File: src/hw/sar_adc_defs.svh
/*
  register offsets, field positions, reset values and timing counts
  for the successive-approximation converter control block.
  assumes inclusion by sar_adc_control.sv and the bench only, not by sar_adc_pkg.sv.
*/
`ifndef SAR_ADC_DEFS_SVH
`define SAR_ADC_DEFS_SVH

// wishbone byte offsets, one 32-bit word per register
`define OFS_CONV_CONTROL   5'h00
`define OFS_PORT_REF_CFG   5'h04
`define OFS_TIMING_FMT_CFG 5'h08
`define OFS_RESULT_HIGH    5'h0c
`define OFS_RESULT_LOW     5'h10
`define OFS_STATUS         5'h14

// conversion_control fields
`define BIT_CAL_NEXT       7
`define BIT_GO_DONE        1
`define BIT_CONV_ON        0
// port_reference_config fields
`define BIT_NEG_REF        5
`define BIT_POS_REF        4
// timing_format_config fields
`define BIT_RES_FMT        7
// status fields
`define BIT_DONE_FLAG      0

`define CTRL_RESET         8'h00
`define TIMING_RESET       8'h00
`define PMAP_STRAP_ANALOG  4'h0
`define PMAP_STRAP_DIGITAL 4'h7

// timing in conversion bit periods and clocks, and the first sar trial code
`define CONV_TADS          5'h0b
`define HOLDOFF_TADS       5'h02
`define TCY_CLKS           3'h4
`define SAR_MSB_TRIAL      10'h200

`endif

File: src/hw/sar_adc_pkg.sv
/*
  types shared by the converter control block: state encoding,
  the wishbone request carrier and the complete register state.
  uses no macros and does not need sar_adc_defs.svh on the include path.
*/
package sar_adc_pkg;
  typedef enum logic [4:0] {
    ST_IDLE  = 5'h01,
    ST_DELAY = 5'h02,
    ST_ACQ   = 5'h04,
    ST_CONV  = 5'h08,
    ST_WAIT  = 5'h10
  } adc_state_e;

  typedef struct packed {
    logic        valid;
    logic        we;
    logic [4:0]  adr;
    logic        lane0;
    logic [7:0]  wdat;
  } wb_req_s;

  typedef struct packed {
    adc_state_e  st;
    logic        cal, go, on, nref, pref, fmt, flag, init, ack, sample, calact;
    logic [3:0]  chan, pmap;
    logic [2:0]  acq, cks, dly;
    logic [7:0]  res_hi, res_lo;
    logic [6:0]  div;
    logic [4:0]  tadc;
    logic [9:0]  sar;
    logic [12:0] amask;
    logic [31:0] rdat;
  } adc_regs_s;
endpackage

File: src/hw/sar_adc_control.sv
/*
  control logic of a 10-bit successive-approximation converter:
  register file on a classic wishbone slave, conversion clock select,
  acquisition timer, sar sequencer, abort and hold-off handling.
  assumes an analog front end that samples while sample_out is high and
  answers each trial code on comparator_in one clock later or earlier;
  rc_tick_in is a one-clock pulse per internal rc conversion period.
*/
// The address map and the Wishbone slave port were decided locally.
`timescale 1ns/10ps
`default_nettype none
`include "sar_adc_defs.svh"

// Operation
// - calibrate-next bit set makes the next conversion a calibration one
// - channel select codes 0 to 12 route that input; 13 to 15 none
// - conversion on an unimplemented channel still completes normally
// - go/done reads one while converting, zero when idle
// - converter-on bit enables the module, clearing disables it
// - reference bits choose external pins or supply and ground
// - pin map codes above 2 turn inputs digital from the top down
// - pin map reset value follows the analog-default strap
// - result format bit picks right or left justification
// - acquisition codes give 0,2,4,6,8,12,16,20 bit periods
// - clock codes give oscillator divisions or the internal rc clock
// - rc clock start waits one instruction cycle after go
// - only the rc clock keeps converting during sleep
// - results come from successive approximation of held sample
// - reset restores registers, turns converter off, aborts conversion
// - completion loads result, clears go/done, sets done flag
// - nonzero acquisition time samples after go before converting
// - two bit periods pass after a conversion before new acquisition
// - unimplemented register bits read as zero
// - each conversion lasts eleven bit periods
// - clearing go/done aborts and keeps the previous result
// - sampling resumes on the selected channel after the wait
module sar_adc_control
  import sar_adc_pkg::*;
(
  input  wire logic        clk_in,
  input  wire logic        reset_n_in,
  input  wire logic        wb_cyc_in,
  input  wire logic        wb_stb_in,
  input  wire logic        wb_we_in,
  input  wire logic [4:0]  wb_adr_in,
  input  wire logic [3:0]  wb_sel_in,
  input  wire logic [31:0] wb_dat_in,
  output logic      [31:0] wb_dat_out,
  output logic             wb_ack_out,
  input  wire logic        comparator_in,
  input  wire logic        rc_tick_in,
  input  wire logic        sleep_in,
  input  wire logic        portb_analog_default_in,
  output logic      [3:0]  channel_select_out,
  output logic      [12:0] analog_pins_out,
  output logic             neg_ref_select_out,
  output logic             pos_ref_select_out,
  output logic             converter_on_out,
  output logic             sample_out,
  output logic      [9:0]  sar_trial_out,
  output logic             calibrate_out,
  output logic             conversion_done_flag_out
);

  localparam adc_regs_s RESET_REGS = '{st: ST_IDLE, default: '0};

  adc_regs_s s_ff;
  adc_regs_s nxt_s;
  wb_req_s   req;
  logic      rc_sel;
  logic      tick;
  logic      wr;
  logic [3:0] bitpos;

  function automatic logic [6:0] tad_div(input logic [2:0] code);
    case (code)
      3'h0:    tad_div = 7'h02;
      3'h1:    tad_div = 7'h08;
      3'h2:    tad_div = 7'h20;
      3'h4:    tad_div = 7'h04;
      3'h5:    tad_div = 7'h10;
      3'h6:    tad_div = 7'h40;
      default: tad_div = 7'h02;
    endcase
  endfunction

  function automatic logic [4:0] acq_tads(input logic [2:0] code);
    case (code)
      3'h0:    acq_tads = 5'h00;
      3'h1:    acq_tads = 5'h02;
      3'h2:    acq_tads = 5'h04;
      3'h3:    acq_tads = 5'h06;
      3'h4:    acq_tads = 5'h08;
      3'h5:    acq_tads = 5'h0c;
      3'h6:    acq_tads = 5'h10;
      default: acq_tads = 5'h14;
    endcase
  endfunction

  // bit i set means input i is analog
  function automatic logic [12:0] analog_mask(input logic [3:0] code);
    logic [12:0] m;
    m = 13'h1fff;
    if (code > 4'h2) begin
      m = 13'h1fff >> (code - 4'h2);
    end
    analog_mask = m;
  endfunction

  assign req = '{valid: wb_cyc_in & wb_stb_in & ~s_ff.ack,
                 we:    wb_we_in,
                 adr:   wb_adr_in,
                 lane0: wb_sel_in[0],
                 wdat:  wb_dat_in[7:0]};

  always_comb begin
    nxt_s  = s_ff;
    nxt_s.ack = req.valid;
    wr     = req.valid & req.we & req.lane0;
    rc_sel = (s_ff.cks[1:0] == 2'h3);
    tick   = 1'b0;
    bitpos = 4'h0;

    // strap caught on the first clock after reset release
    if (!s_ff.init) begin
      nxt_s.init = 1'b1;
      nxt_s.pmap = portb_analog_default_in ? `PMAP_STRAP_ANALOG
                                           : `PMAP_STRAP_DIGITAL;
    end

    if (rc_sel) begin
      tick = rc_tick_in;
    end else if (!sleep_in) begin
      if (s_ff.div == tad_div(s_ff.cks) - 7'h01) begin
        nxt_s.div = 7'h00;
        tick = 1'b1;
      end else begin
        nxt_s.div = s_ff.div + 7'h01;
      end
    end

    // software writes to flag and result come first so hardware wins
    if (wr && req.adr == `OFS_STATUS && req.wdat[`BIT_DONE_FLAG]) begin
      nxt_s.flag = 1'b0;
    end
    if (wr && req.adr == `OFS_RESULT_HIGH) begin
      nxt_s.res_hi = req.wdat;
    end
    if (wr && req.adr == `OFS_RESULT_LOW) begin
      nxt_s.res_lo = req.wdat;
    end

    case (s_ff.st)
      ST_IDLE: begin
        // no channel check: unimplemented codes convert a floating input
        if (s_ff.go) begin
          nxt_s.div  = 7'h00;
          nxt_s.tadc = 5'h00;
          nxt_s.dly  = 3'h0;
          nxt_s.st   = rc_sel ? ST_DELAY : ST_ACQ;
        end
      end
      ST_DELAY: begin
        nxt_s.dly = s_ff.dly + 3'h1;
        if (s_ff.dly == `TCY_CLKS - 3'h1) begin
          nxt_s.st = ST_ACQ;
        end
      end
      ST_ACQ: begin
        if (acq_tads(s_ff.acq) == 5'h00) begin
          nxt_s.st = ST_CONV;
        end else if (tick) begin
          if (s_ff.tadc == acq_tads(s_ff.acq) - 5'h01) begin
            nxt_s.st   = ST_CONV;
            nxt_s.tadc = 5'h00;
          end else begin
            nxt_s.tadc = s_ff.tadc + 5'h01;
          end
        end
      end
      ST_CONV: begin
        if (tick) begin
          if (s_ff.tadc == 5'h00) begin
            nxt_s.sar = `SAR_MSB_TRIAL;
          end else begin
            bitpos = 4'(5'h0a - s_ff.tadc);
            nxt_s.sar[bitpos] = s_ff.sar[bitpos] & comparator_in;
            if (bitpos != 4'h0) begin
              nxt_s.sar[bitpos - 4'h1] = 1'b1;
            end
          end
          if (s_ff.tadc == `CONV_TADS - 5'h01) begin
            nxt_s.go   = 1'b0;
            nxt_s.flag = 1'b1;
            nxt_s.st   = ST_WAIT;
            nxt_s.tadc = 5'h00;
            if (s_ff.fmt) begin
              nxt_s.res_hi = {6'h00, nxt_s.sar[9:8]};
              nxt_s.res_lo = nxt_s.sar[7:0];
            end else begin
              nxt_s.res_hi = nxt_s.sar[9:2];
              nxt_s.res_lo = {nxt_s.sar[1:0], 6'h00};
            end
          end else begin
            nxt_s.tadc = s_ff.tadc + 5'h01;
          end
        end
      end
      ST_WAIT: begin
        if (tick) begin
          if (s_ff.tadc == `HOLDOFF_TADS - 5'h01) begin
            nxt_s.st   = ST_IDLE;
            nxt_s.tadc = 5'h00;
          end else begin
            nxt_s.tadc = s_ff.tadc + 5'h01;
          end
        end
      end
      default: begin
        nxt_s.st = ST_IDLE;
      end
    endcase

    if (wr && req.adr == `OFS_CONV_CONTROL) begin
      nxt_s.cal  = req.wdat[`BIT_CAL_NEXT];
      nxt_s.chan = req.wdat[5:2];
      nxt_s.on   = req.wdat[`BIT_CONV_ON];
      if (!req.wdat[`BIT_CONV_ON]) begin
        nxt_s.go = 1'b0;
        nxt_s.st = ST_IDLE;
      end else if (s_ff.go && !req.wdat[`BIT_GO_DONE]) begin
        // abort leaves the result pair untouched
        nxt_s.go = 1'b0;
        if (s_ff.st != ST_IDLE) begin
          nxt_s.st   = ST_WAIT;
          nxt_s.tadc = 5'h00;
          nxt_s.div  = 7'h00;
        end
      end else if (req.wdat[`BIT_GO_DONE] && s_ff.on) begin
        // go in the same write that turns the module on is ignored
        nxt_s.go = 1'b1;
      end
    end
    if (wr && req.adr == `OFS_PORT_REF_CFG) begin
      nxt_s.nref = req.wdat[`BIT_NEG_REF];
      nxt_s.pref = req.wdat[`BIT_POS_REF];
      nxt_s.pmap = req.wdat[3:0];
    end
    if (wr && req.adr == `OFS_TIMING_FMT_CFG) begin
      nxt_s.fmt = req.wdat[`BIT_RES_FMT];
      nxt_s.acq = req.wdat[5:3];
      nxt_s.cks = req.wdat[2:0];
    end

    nxt_s.rdat = 32'h0000_0000;
    if (req.valid && !req.we) begin
      case (req.adr)
        `OFS_CONV_CONTROL:
          nxt_s.rdat[7:0] = {s_ff.cal, 1'b0, s_ff.chan,
                             s_ff.go, s_ff.on};
        `OFS_PORT_REF_CFG:
          nxt_s.rdat[7:0] = {2'h0, s_ff.nref, s_ff.pref, s_ff.pmap};
        `OFS_TIMING_FMT_CFG:
          nxt_s.rdat[7:0] = {s_ff.fmt, 1'b0, s_ff.acq, s_ff.cks};
        `OFS_RESULT_HIGH: nxt_s.rdat[7:0] = s_ff.res_hi;
        `OFS_RESULT_LOW:  nxt_s.rdat[7:0] = s_ff.res_lo;
        `OFS_STATUS:
          nxt_s.rdat[7:0] = {6'h00, s_ff.st != ST_IDLE, s_ff.flag};
        default: nxt_s.rdat = 32'h0000_0000;
      endcase
    end

    nxt_s.sample = nxt_s.on & (nxt_s.st == ST_IDLE || nxt_s.st == ST_DELAY ||
                               nxt_s.st == ST_ACQ);
    nxt_s.calact = nxt_s.cal & (nxt_s.st == ST_CONV);
    nxt_s.amask  = analog_mask(nxt_s.pmap);
  end

  // async reset loads constants only; the strap is taken a clock later
  always_ff @(posedge clk_in or negedge reset_n_in) begin
    if (!reset_n_in) begin
      s_ff <= RESET_REGS;
    end else begin
      s_ff <= nxt_s;
    end
  end

  assign wb_dat_out               = s_ff.rdat;
  assign wb_ack_out               = s_ff.ack;
  assign channel_select_out       = s_ff.chan;
  assign analog_pins_out          = s_ff.amask;
  assign neg_ref_select_out       = s_ff.nref;
  assign pos_ref_select_out       = s_ff.pref;
  assign converter_on_out         = s_ff.on;
  assign sample_out               = s_ff.sample;
  assign sar_trial_out            = s_ff.sar;
  assign calibrate_out            = s_ff.calact;
  assign conversion_done_flag_out = s_ff.flag;

endmodule // sar_adc_control

`default_nettype wire

File: config.mk
export PLATFORM = sky130hd
export DESIGN_NAME = sar_adc_control
export DESIGN_NICKNAME = d
export VERILOG_FILES = /design/src/hw/sar_adc_pkg.sv /design/src/hw/sar_adc_control.sv
export VERILOG_INCLUDE_DIRS = /design/src /design/src/hw
export SDC_FILE = /design/constraint.sdc
export NUM_CORES = 1
export LEC_CHECK = 0
export BUFFER_PORTS_ARGS = -buffer_cell sky130_fd_sc_hd__buf_2
export CORE_ASPECT_RATIO = 1.25
export CORE_MARGIN = 2
export CORE_UTILIZATION = 40
export DETAILED_ROUTE_END_ITERATION = 12
export MAX_ROUTING_LAYER = met4
export PLACE_DENSITY_LB_ADDON = 0.25
export SETUP_SLACK_MARGIN = 0.15
export SYNTH_ARGS = -nofsm -noshare
export SYNTH_HDL_FRONTEND = slang
export SYNTH_SLANG_ARGS = --single-unit
File: constraint.sdc
create_clock -name clk_in -period 6.5 [get_ports clk_in]
set_input_delay 0.65 -clock clk_in [delete_from_list [all_inputs] [get_ports clk_in]]
set_output_delay 0.65 -clock clk_in [all_outputs]
set_load 0.05 [all_outputs]
==> impl_table.tex, run 1 <==
\begin{tabular}{lr}
\hline
Metric & Value \\
\hline
\multicolumn{2}{l}{\textbf{Critical path}} \\
Critical path's largest stage delay & 0.72 ns \\
Type of the setup path with the least slack & flip-flop to flip-flop \\
Signal arrival time at the worst endpoint & 3.84 ns \\
Cell-by-cell trace of the critical path & ha\_1, xnor2\_1, nand2\_1, nand3\_1, nand3\_1, a211oi\_1, mux2i\_1, o21ai\_2 \\
Highest fanout seen on the critical path & 14 \\
Standard cell with the maximum stage delay on the critical path & xnor2\_1 \\
Worst Setup Start Kind & flip-flop \\
Required arrival time at the worst endpoint & 6.78 ns \\
Most frequent cell on the critical path & nand3\_1 \\
Critical path endpoint category & flip-flop \\
\multicolumn{2}{l}{\textbf{Layout}} \\
Finished Core Util & 43.5\% \\
Net count of the finished layout & 695 \\
Relative area change from synthesis to final layout & 6.64\% \\
Fraction of layout cells with a size suffix above 1 & 24.7\% \\
\multicolumn{2}{l}{\textbf{Detailed routing}} \\
Average wire per cell in the routed design & 16.9 um \\
Number of detailed-route iterations in the first pass & 6 \\
Via count & 4,380 \\
Number of DRC markers in iteration 0 & between 400 and 500 \\
\# DRC & 0 \\
Antenna-violating nets left & 0 \\
Final WL & 13,700 um \\
Via density per instance & $\sim$5.4 \\
\multicolumn{2}{l}{\textbf{Logic synthesis}} \\
Area share of the largest cell type after synthesis & 38.7\% \\
Number of different library cells in the post-synthesis netlist & 72 \\
Share of async-settable or async-resettable flops after synthesis & 100\% \\
Cell taking the most area after synthesis & dfrtp\_1 \\
Post-synth EDFFs & 0 \\
Commonest cells in the synthesized netlist & dfrtp\_1 (91), nand2\_1 (60), buf\_4 (59), nor2\_1 (45), mux2\_2 (38) \\
Gate count after technology mapping & 609 \\
Sequential-to-total area share from yosys stat & 39.2\% \\
Post-synth design cell area & 5880 sq um \\
Most frequent cell after synthesis & dfrtp\_1 \\
Synthesized area per cell & 9.65 sq um \\
Cell types with the largest area share after synthesis & dfrtp\_1 (39\%), buf\_4 (7.5\%), mux2\_2 (7.3\%) \\
Yosys reg bits & 92 \\
Primary FF master, synth & dfrtp\_1 \\
Ys Warns & 0 \\
\multicolumn{2}{l}{\textbf{CTS}} \\
Post-CTS Setup Inserts & 0 \\
Largest buffer count on any clock path & 2 \\
Clock Sinks & 92 \\
Number of CTS-inserted buffers & 9 \\
Maximum level of the CTS H-tree & 3 \\
Quantity of gates resized following cts & 0 \\
Worst-Skew Late Latency & 0.35 ns \\
Worst-path clk slew & 0.07 ns \\
Number of hold-repair buffers added at the cts stage & 0 \\
Buffer cell driving the clock tree root & clkbuf\_16 \\
TritonCTS clock tree & done \\
\multicolumn{2}{l}{\textbf{Global route}} \\
Pin count of the biggest net entering global routing & 72 \\
Vias in the first global route & around 4.4k \\
Overall routing resource usage & 18.6\% \\
Global-route wire length before repair & 22,900 um \\
Initial antenna violation count & 0 \\
Residual overflow from global routing & 0 \\
\multicolumn{2}{l}{\textbf{Power and ir drop}} \\
Net Sw Power & 488 uW \\
Share of power burned in the clock network & between 30\% and 40\% \\
Leakage dissipation & 0.00289 uW \\
Portion of total power attributed to sequential cells & 44.7\% \\
P\_int & 974 uW \\
Power Density & approximately 230 nW/um\^{}2 \\
Worst ir drop on vdd & 0.000199 V \\
Sw Ratio & 33.4\% \\
Combinational fraction of design power & 19.8\% \\
\multicolumn{2}{l}{\textbf{Die}} \\
Die width & 112 um \\
IO Count & 116 \\
Area of the core & 14,400 sq um \\
Die Footprint & 15,700 sq um \\
Placement Rows & 49 \\
Initial core utilization & 40.8\% \\
Chip height & 140 um \\
\multicolumn{2}{l}{\textbf{Place}} \\
Routability Congestion & about 0.86 \\
Count of input and output buffers & 64 \\
Half-perimeter wire length after placement & 10,200 um \\
\multicolumn{2}{l}{\textbf{Timing}} \\
Final Max Tran Viols & 0 \\
Final count of hold timing violations & 0 \\
Setup TNS & 0 ns \\
Final setup violation count & 0 \\
Setup repair after global routing missed its margin & false \\
Worst slew slack as a fraction of its limit & a little under two fifths \\
Final Critical Period & 3.56 ns \\
Max Fclk & 0.281 GHz \\
Transition at the pin with the smallest max-transition slack & 0.936 ns \\
Fin Clk Skew & 0.00883 ns \\
Final critical-path share of the clock period & 54.7\% \\
\multicolumn{2}{l}{\textbf{Hold path}} \\
Worst Hold Class & input port to async pin \\
\multicolumn{2}{l}{\textbf{Flow run}} \\
Max-cap violations & 0 \\
\multicolumn{2}{l}{\textbf{Outcome}} \\
Outcome & finished clean \\
\hline
\end{tabular}
-- power groups by stage --
stage / logic [uW] / registers [uW] / clock network, uW
detailed placement: 290 / 665 / 0
global placement: 284 / 664 / 0
CTS: 291 / 654 / 535
finish: 290 / 654 / 518
global route: 322 / 661 / 559
floorplan: 251 / 657 / 0
-- stage by stage --
step	instances	area [sq um]	hold slack [ns]	total power [uW]	worst slack (ns)
final	811	6270	0.190	1460	2.94
after global routing	810	6270	0.204	1540	2.74
after CTS	810	6270	0.189	1480	2.98
after detailed placement	794	5980	0.481	955	2.92
after global placement	794	5980	0.470	948	2.97
after floorplan	632	5970	0.354	907	3.43
-- path summary, 6_finish.rpt --
check | start | to | slack, ns | cells after the start
worst min register to register | s_ff[83]$_DFFE_PN0P_ | s_ff[83]$_DFFE_PN0P_ | 0.49 | 1
worst max-delay path | s_ff[55]$_DFF_PN0_ | s_ff[73]$_DFF_PN0_ | 2.94 | 8
min in group clk_in | s_ff[83]$_DFFE_PN0P_ | s_ff[83]$_DFFE_PN0P_ | 0.49 | 1
worst min-delay path | reset_n_in | s_ff[60]$_DFF_PN0_ | 0.19 | 1
max in group asynchronous | reset_n_in | analog_pins_out[3]$_DFF_PN0_ | 5.15 | 2
worst max register to register | s_ff[55]$_DFF_PN0_ | s_ff[73]$_DFF_PN0_ | 2.94 | 8
-- critical path, delay by kind of cell (launching register included) --
kind                       cells  cell delay (ns)
AOI/OAI and AO/OA              2             0.80
xor gates and xnor gates       1             0.72
adders and majority gates      1             0.45
DFF                            1             0.60
muxes                          1             0.21
and+or+nand+nor                3             0.71
-- flip-flops by register name, indices dropped and copies added, names as in the netlist --
register                  flops
neg_ref_select_out            1
calibrate_out                 1
sar_trial_out                10
conversion_done_flag_out      1
analog_pins_out              13
channel_select_out            4
s_ff                         50
wb_ack_out                    1
converter_on_out              1
sample_out                    1
wb_dat_out                    8
pos_ref_select_out            1
-- metal layers --
layer	share of wire, %	vias to the layer above	track usage (%)
met5	0	-	-
met4	1.9	0	5.65
met3	4.8	19	3.57
met2	49	118	29.6
met1	44	2121	24.1
li1	-	2122	-
-- kinds of logic after synthesis --
kind of cell	synth area share, %
other	0.128
AND/OR/NAND/NOR	15.7
adder cells (fa/ha/maj)	3.83
AO/OA/AOI/OAI	17.3
flip-flops	39.2
buffers and inverters	11.3
XOR/XNOR	2.09
multiplexers	10.4
-- area by class of cell --
| cell class | count | area [sq um] |
|---|---|---|
| Fill cell | 1425 | 8140 |
| Multi-Input combinational cell | 431 | 3000 |
| Sequential cell | 92 | 2300 |
| Timing Repair Buffer | 69 | 360 |
| Clock buffer | 9 | 225 |
| Tap cell | 178 | 223 |
| Inverter | 24 | 90.1 |
| Clock inverter | 7 | 62.6 |
| Antenna cell | 1 | 2.50 |
-- placed cells by master, fill, tap and decap left out, types with 4 or more instances in the layout --
cell type and count:
o21ai_0 18, a22oi_1 10, nand2b_1 10, clkbuf_16 9, nor2_1 45, buf_4 6
a21o_1 9, or3_1 4, conb_1 25, nand3b_1 5, xnor2_1 8, dfrtp_1 91
nor3_1 4, o21ai_2 12, and3_1 5, buf_2 63, inv_1 22, and2_1 6
a22o_1 4, xor2_1 6, nand2_1 60, a31oi_1 5, mux2_2 38, mux2i_1 14
nor2b_1 6, nand3_1 16, ha_1 18, a222oi_1 7, a211oi_1 9, a21oi_1 25
nor4b_1 4, o2bb2ai_1 4, nand4_1 4
(Power assumes the default switching activity.)
==> run 2: changes to the inputs <==
==> constraint.sdc (replaced) <==
create_clock -name clk_in -period 3 [get_ports clk_in]
set_input_delay 0.3 -clock clk_in [delete_from_list [all_inputs] [get_ports clk_in]]
set_output_delay 0.3 -clock clk_in [all_outputs]
set_load 0.05 [all_outputs]
==> run 2 against run 1 <==
Against the previous run: the run now ends with hold timing left; clock-buffer cell count rose by 1; wire length up 4.0%; die area unchanged; flip-flop and latch count unchanged.
==> impl_table.tex, run 2 (synthesis gave the netlist of run 1 again) <==
\begin{tabular}{lr}
\hline
Metric & Value \\
\hline
\multicolumn{2}{l}{\textbf{Outcome}} \\
Outcome & finished, violations left \\
Failing checks & hold timing \\
\multicolumn{2}{l}{\textbf{CTS}} \\
Maximum level of the CTS H-tree & 3 \\
Buffer cell driving the clock tree root & clkbuf\_16 \\
Worst-Skew Late Latency & about 0.35 ns \\
TritonCTS clock tree & done \\
Post-CTS Setup Inserts & 0 \\
Number of hold-repair buffers added at the cts stage & 0 \\
Largest buffer count on any clock path & 2 \\
Number of CTS-inserted buffers & 9 \\
Clock Sinks & 92 \\
Worst-path clk slew & roughly 0.07 ns \\
\multicolumn{2}{l}{\textbf{Timing}} \\
Max Fclk & 0.373 GHz \\
Final Max Tran Viols & 0 \\
Final setup violation count & 0 \\
Setup repair after global routing missed its margin & false \\
Transition at the pin with the smallest max-transition slack & 0.586 ns \\
Worst slew slack as a fraction of its limit & 60.8\% \\
Final critical-path share of the clock period & roughly nine tenths \\
Setup TNS & 0 ns \\
Final count of hold timing violations & 10 \\
Fin Clk Skew & 0.00586 ns \\
Final Critical Period & 2.68 ns \\
Smallest hold slack & -0.0349 ns \\
\multicolumn{2}{l}{\textbf{Die}} \\
Die Footprint & $\sim$16,000 sq um \\
Placement Rows & 49 \\
Initial core utilization & 40.8\% \\
Die width & 112 um \\
Area of the core & 14,400 sq um \\
Chip height & roughly 140 um \\
IO Count & 116 \\
\multicolumn{2}{l}{\textbf{Global route}} \\
Residual overflow from global routing & 0 \\
Overall routing resource usage & 19.4\% \\
Vias in the first global route & between 4k and 5k \\
Pin count of the biggest net entering global routing & 93 \\
Global-route wire length before repair & between 20,000 and 25,000 um \\
Initial antenna violation count & 0 \\
\multicolumn{2}{l}{\textbf{Critical path}} \\
Total buffers and inverters traversed by the critical path & 1 \\
Signal arrival time at the worst endpoint & 2.95 ns \\
Worst Setup Start Kind & flip-flop \\
Type of the setup path with the least slack & flip-flop to flip-flop \\
Crit path capture & s\_ff[82]\$\_DFF\_PN0\_ \\
Required arrival time at the worst endpoint & 3.26 ns \\
Reg2reg setup slack & 0.32 ns \\
Cell-by-cell trace of the critical path & nand2b\_1, a211o\_1, a311oi\_4, a31oi\_4, or3\_1, buf\_6, o31ai\_2 \\
Number of logic stages on the critical path including buffering & 7 \\
Critical path's largest stage delay & 0.48 ns \\
Endpoint of the worst register-to-register path & s\_ff[82]\$\_DFF\_PN0\_ \\
Highest fanout seen on the critical path & 32 \\
Crit path launch & s\_ff[86]\$\_DFFE\_PN0P\_ \\
Standard cell with the maximum stage delay on the critical path & or3\_1 \\
R2R Path Start & s\_ff[86]\$\_DFFE\_PN0P\_ \\
Reg2Reg Depth & 7 \\
Critical path endpoint category & flip-flop \\
Gate family responsible for the most delay along the worst path & compound AO/OA/AOI/OAI gates \\
\multicolumn{2}{l}{\textbf{Power and ir drop}} \\
Leakage dissipation & 0.00303 uW \\
Worst ir drop on vdd & 0.000399 V \\
Power Density & 517 nW/um\^{}2 \\
Overall power & 3390 uW \\
\multicolumn{2}{l}{\textbf{Detailed routing}} \\
\# DRC & 0 \\
Via count & 4,544 \\
Average wire per cell in the routed design & 17.1 um \\
Via density per instance & about 5.5 \\
Number of DRC markers in iteration 0 & between 300 and 400 \\
Antenna-violating nets left & 0 \\
Number of detailed-route iterations in the first pass & 5 \\
Final WL & 14,200 um \\
\multicolumn{2}{l}{\textbf{Layout}} \\
Most common cell after layout, fill and taps aside & dfrtp\_1 \\
Fraction of layout cells with a size suffix above 1 & 27.5\% \\
Antenna diode instance count & 0 \\
Net count of the finished layout & 719 \\
Finished Core Util & about 45\% \\
Reg with most FFs & s\_ff \\
Relative area change from synthesis to final layout & 11.4\% \\
Max reg flops & 50 \\
Commonest cells after routing, fill and taps aside & dfrtp\_1 (90), buf\_2 (63), nand2\_1 (60), nor2\_1 (45), mux2\_2 (38) \\
\multicolumn{2}{l}{\textbf{Place}} \\
Count of input and output buffers & 64 \\
Half-perimeter wire length after placement & 10,500 um \\
Routability Congestion & about 0.88 \\
\multicolumn{2}{l}{\textbf{Flow run}} \\
Max-cap violations & 0 \\
\multicolumn{2}{l}{\textbf{Hold path}} \\
Worst Hold Class & input port to async pin \\
\hline
\end{tabular}
[run 2: cell type report]
type,instances,area [sq um]
fillers,1398,7860
multi-input cells,431,3040
flip-flops and latches,92,2300
repair buffers,93,557
clock buffers,10,229
well taps,178,223
clock inverters,5,110
inverters,24,90.1
[run 2: per-stage QoR]
stage | instance area (sq um) | hold WS, ns | instances | worst slack, ns
final | 6550 | -0.0349 | 833 | 0.316
after global routing | 6550 | 0.0210 | 833 | 0.156
after CTS | 6530 | 0.0116 | 833 | 0.163
after detailed placement | 6170 | 0.390 | 818 | 0.148
after global placement | 6170 | 0.375 | 818 | 0.201
after floorplan | 5970 | 0.00441 | 632 | 0.159
[run 2: power by group]
group          total [uW]  switching [uW]  internal, uW
Clock                1310             490           817
Combinational         666             450           216
Sequential           1420            85.5          1330
[run 2: how the worst min path moves through the flow]
stage / endpoint / depth (start not counted) / startpoint
finish: s_ff[63]$_DFF_PN0_ / 2 / reset_n_in
global route: s_ff[63]$_DFF_PN0_ / 2 / reset_n_in
CTS: s_ff[60]$_DFF_PN0_ / 2 / reset_n_in
detailed placement: s_ff[60]$_DFF_PN0_ / 2 / reset_n_in
global placement: s_ff[60]$_DFF_PN0_ / 2 / reset_n_in
floorplan: analog_pins_out[0]$_DFF_PN0_ / 0 / reset_n_in
[run 2: worst reg2reg max path, delay by kind of cell (launching register included)]
family | cells | cell delay (ns)
AOI/OAI and AO/OA | 4 | 1.17
buffers and inverters | 1 | 0.23
DFF | 1 | 0.45
and+or+nand+nor | 2 | 0.74
[run 2: routing by layer]
metal	GRT usage (%)	vias to the layer above	routed length, um
met3	3.14	22	672
met5	-	-	0
met4	7.96	0	288
met1	24.0	2217	6170
li1	-	2173	-
met2	31.6	132	7110
[run 2: repair_timing]
| action | in CTS | in global routing |
|---|---|---|
| pin swaps | 0 | 1 |
| gates cloned | 0 | 0 |
| gates resized for setup | 2 | 4 |
| endpoints found under the setup margin | 3 | 17 |
==> run 3: changes to the inputs <==
--- a/config.mk
+++ b/config.mk
@@ -9,7 +9,7 @@
 export BUFFER_PORTS_ARGS = -buffer_cell sky130_fd_sc_hd__buf_2
 export CORE_ASPECT_RATIO = 1.25
 export CORE_MARGIN = 2
-export CORE_UTILIZATION = 40
+export CORE_UTILIZATION = 30
 export DETAILED_ROUTE_END_ITERATION = 12
 export MAX_ROUTING_LAYER = met4
 export PLACE_DENSITY_LB_ADDON = 0.25
==> run 3 against run 2 <==
Against the previous run: the flow now finishes without violations; sequential power hardly changed; first-iteration DRC count is 14% lower; global-route usage shrank 4.0 points; flip-flop and latch count is the same; register-to-register slack got worse by 0.02 ns; worst hold slack improved by 0.072 ns.
==> impl_table.tex, run 3 (synthesis gave the netlist of run 1 again) <==
\begin{tabular}{lr}
\hline
Metric & Value \\
\hline
\multicolumn{2}{l}{\textbf{Critical path}} \\
Gate family responsible for the most delay along the worst path & simple AND/OR/NAND/NOR gates \\
Number of logic stages on the critical path including buffering & 7 \\
Worst Setup Start Kind & flip-flop \\
Total buffers and inverters traversed by the critical path & 2 \\
Reg2Reg Depth & 7 \\
Cell-by-cell trace of the critical path & inv\_2, or4\_1, a311oi\_2, a31oi\_2, or3\_1, buf\_4, o31ai\_2 \\
Highest fanout seen on the critical path & 32 \\
Standard cell with the maximum stage delay on the critical path & or4\_1 \\
Required arrival time at the worst endpoint & 3.26 ns \\
Critical path endpoint category & flip-flop \\
Critical path's largest stage delay & 0.54 ns \\
Type of the setup path with the least slack & flip-flop to flip-flop \\
Signal arrival time at the worst endpoint & 2.96 ns \\
\multicolumn{2}{l}{\textbf{Detailed routing}} \\
Number of DRC markers in iteration 0 & 317 \\
Antenna-violating nets left & 0 \\
Via density per instance & $\sim$4.9 \\
Average wire per cell in the routed design & 16.3 um \\
Final WL & 15,100 um \\
Number of detailed-route iterations in the first pass & 6 \\
Via count & 4,529 \\
\# DRC & 0 \\
\multicolumn{2}{l}{\textbf{Timing}} \\
Setup TNS & 0 ns \\
Final setup violation count & 0 \\
Smallest hold slack & approximately 0.037 ns \\
Fin Clk Skew & 0.00784 ns \\
Transition at the pin with the smallest max-transition slack & around 0.86 ns \\
Setup repair after global routing missed its margin & true \\
Max Fclk & 0.370 GHz \\
Final Critical Period & 2.70 ns \\
Final count of hold timing violations & 0 \\
Final Max Tran Viols & 0 \\
Final critical-path share of the clock period & 90.1\% \\
Worst slew slack as a fraction of its limit & a little over two fifths \\
Post-route setup slack & 0.297 ns \\
\multicolumn{2}{l}{\textbf{Die}} \\
Placement Rows & 57 \\
IO Count & 116 \\
Initial core utilization & 30.4\% \\
Area of the core & 19,300 sq um \\
Die Footprint & 20,700 sq um \\
Die width & 129 um \\
Chip height & approximately 160 um \\
\multicolumn{2}{l}{\textbf{Layout}} \\
Relative area change from synthesis to final layout & 12.4\% \\
Finished Core Util & about a third \\
Post-layout instance area & between 6000 and 7000 sq um \\
Max reg flops & 50 \\
Commonest cells after routing, fill and taps aside & dfrtp\_1 (91), buf\_2 (63), nand2\_1 (60), nor2\_1 (45), mux2\_2 (38) \\
Antenna diode instance count & 0 \\
Reg with most FFs & s\_ff \\
Net count of the finished layout & 725 \\
Fraction of layout cells with a size suffix above 1 & between 20\% and 30\% \\
Most common cell after layout, fill and taps aside & dfrtp\_1 \\
\multicolumn{2}{l}{\textbf{Power and ir drop}} \\
Power Density & 482 nW/um\^{}2 \\
Worst ir drop on vdd & 0.000232 V \\
Leakage dissipation & 0.00303 uW \\
\multicolumn{2}{l}{\textbf{Global route}} \\
Initial antenna violation count & 0 \\
Vias in the first global route & around 4.6k \\
Pin count of the biggest net entering global routing & 64 \\
Overall routing resource usage & 15.4\% \\
Residual overflow from global routing & 0 \\
Global-route wire length before repair & 24,400 um \\
\multicolumn{2}{l}{\textbf{Place}} \\
Area after DPL & 6310 sq um \\
Setup Slack @ Placement & 0.238 ns \\
Count of input and output buffers & 64 \\
Half-perimeter wire length after placement & 11,500 um \\
Routability Congestion & roughly 0.9 \\
\multicolumn{2}{l}{\textbf{CTS}} \\
Worst-path clk slew & 0.07 ns \\
TritonCTS clock tree & done \\
Post-CTS Setup Inserts & 0 \\
Number of CTS-inserted buffers & 9 \\
Worst-Skew Late Latency & 0.35 ns \\
Maximum level of the CTS H-tree & 3 \\
Number of hold-repair buffers added at the cts stage & 0 \\
Buffer cell driving the clock tree root & clkbuf\_16 \\
Largest buffer count on any clock path & 2 \\
Clock Sinks & 92 \\
\multicolumn{2}{l}{\textbf{Hold path}} \\
Worst Hold Class & input port to async pin \\
\multicolumn{2}{l}{\textbf{Outcome}} \\
Outcome & finished clean \\
\multicolumn{2}{l}{\textbf{Flow run}} \\
Max-cap violations & 0 \\
\hline
\end{tabular}
## run 3: cell types whose count changed in the layout (fill, tap and decap cells not counted), sizes merged
| cell | previous run | this run |
|---|---|---|
| buf | 93 | 99 |
| bufinv | 3 | 0 |
| clkbuf | 10 | 11 |
| clkinv | 2 | 3 |
| clkinvlp | 0 | 1 |
| inv | 24 | 25 |
## run 3: report_power, final
group,internal (uW),switching [uW]
logic,209,441
registers,1330,84.4
clock network,597,524
## run 3: final cells by class
type / instances / area, sq um
fill: 1996 / 12700
multi-input combinational: 431 / 3010
sequential: 92 / 2300
timing repair buffer: 99 / 586
tap: 265 / 332
clock buffer: 11 / 243
inverter: 24 / 90.1
clock inverter: 5 / 45.0
## run 3: worst paths after layout
path / start / endpoint / slack [ns]
worst max-delay path: s_ff[62]$_DFF_PN0_ / s_ff[82]$_DFF_PN0_ / 0.30
worst min-delay path: reset_n_in / s_ff[56]$_DFF_PN0_ / 0.04
worst max register to register: s_ff[62]$_DFF_PN0_ / s_ff[82]$_DFF_PN0_ / 0.30
worst min register to register: s_ff[83]$_DFFE_PN0P_ / s_ff[83]$_DFFE_PN0P_ / 0.50
max in group asynchronous: reset_n_in / s_ff[111]$_DFF_PN1_ / 2.15
min in group clk_in: wb_we_in / wb_dat_out[0]$_DFF_PN0_ / 0.16
## run 3: stage by stage
| stage | std cells | total power, uW |
|---|---|---|
| after global routing | 927 | 3360 |
| final | 927 | 3180 |
| after floorplan | 632 | 1970 |
| after detailed placement | 911 | 2090 |
| after CTS | 927 | 3230 |
| after global placement | 911 | 2080 |
## run 3: timing repair
action	4_1_cts	5_1_grt
setup endpoints to repair	0	16
endpoints found under the hold margin	0	0
gates resized for setup	0	2
## run 3: layer usage
layer	up-vias	global-route usage [%]	wire length [um]
li1	2180	-	-
met1	2205	18.9	6450
met2	126	26.0	7820
met3	18	1.80	625
met4	0	5.43	245
met5	-	-	0
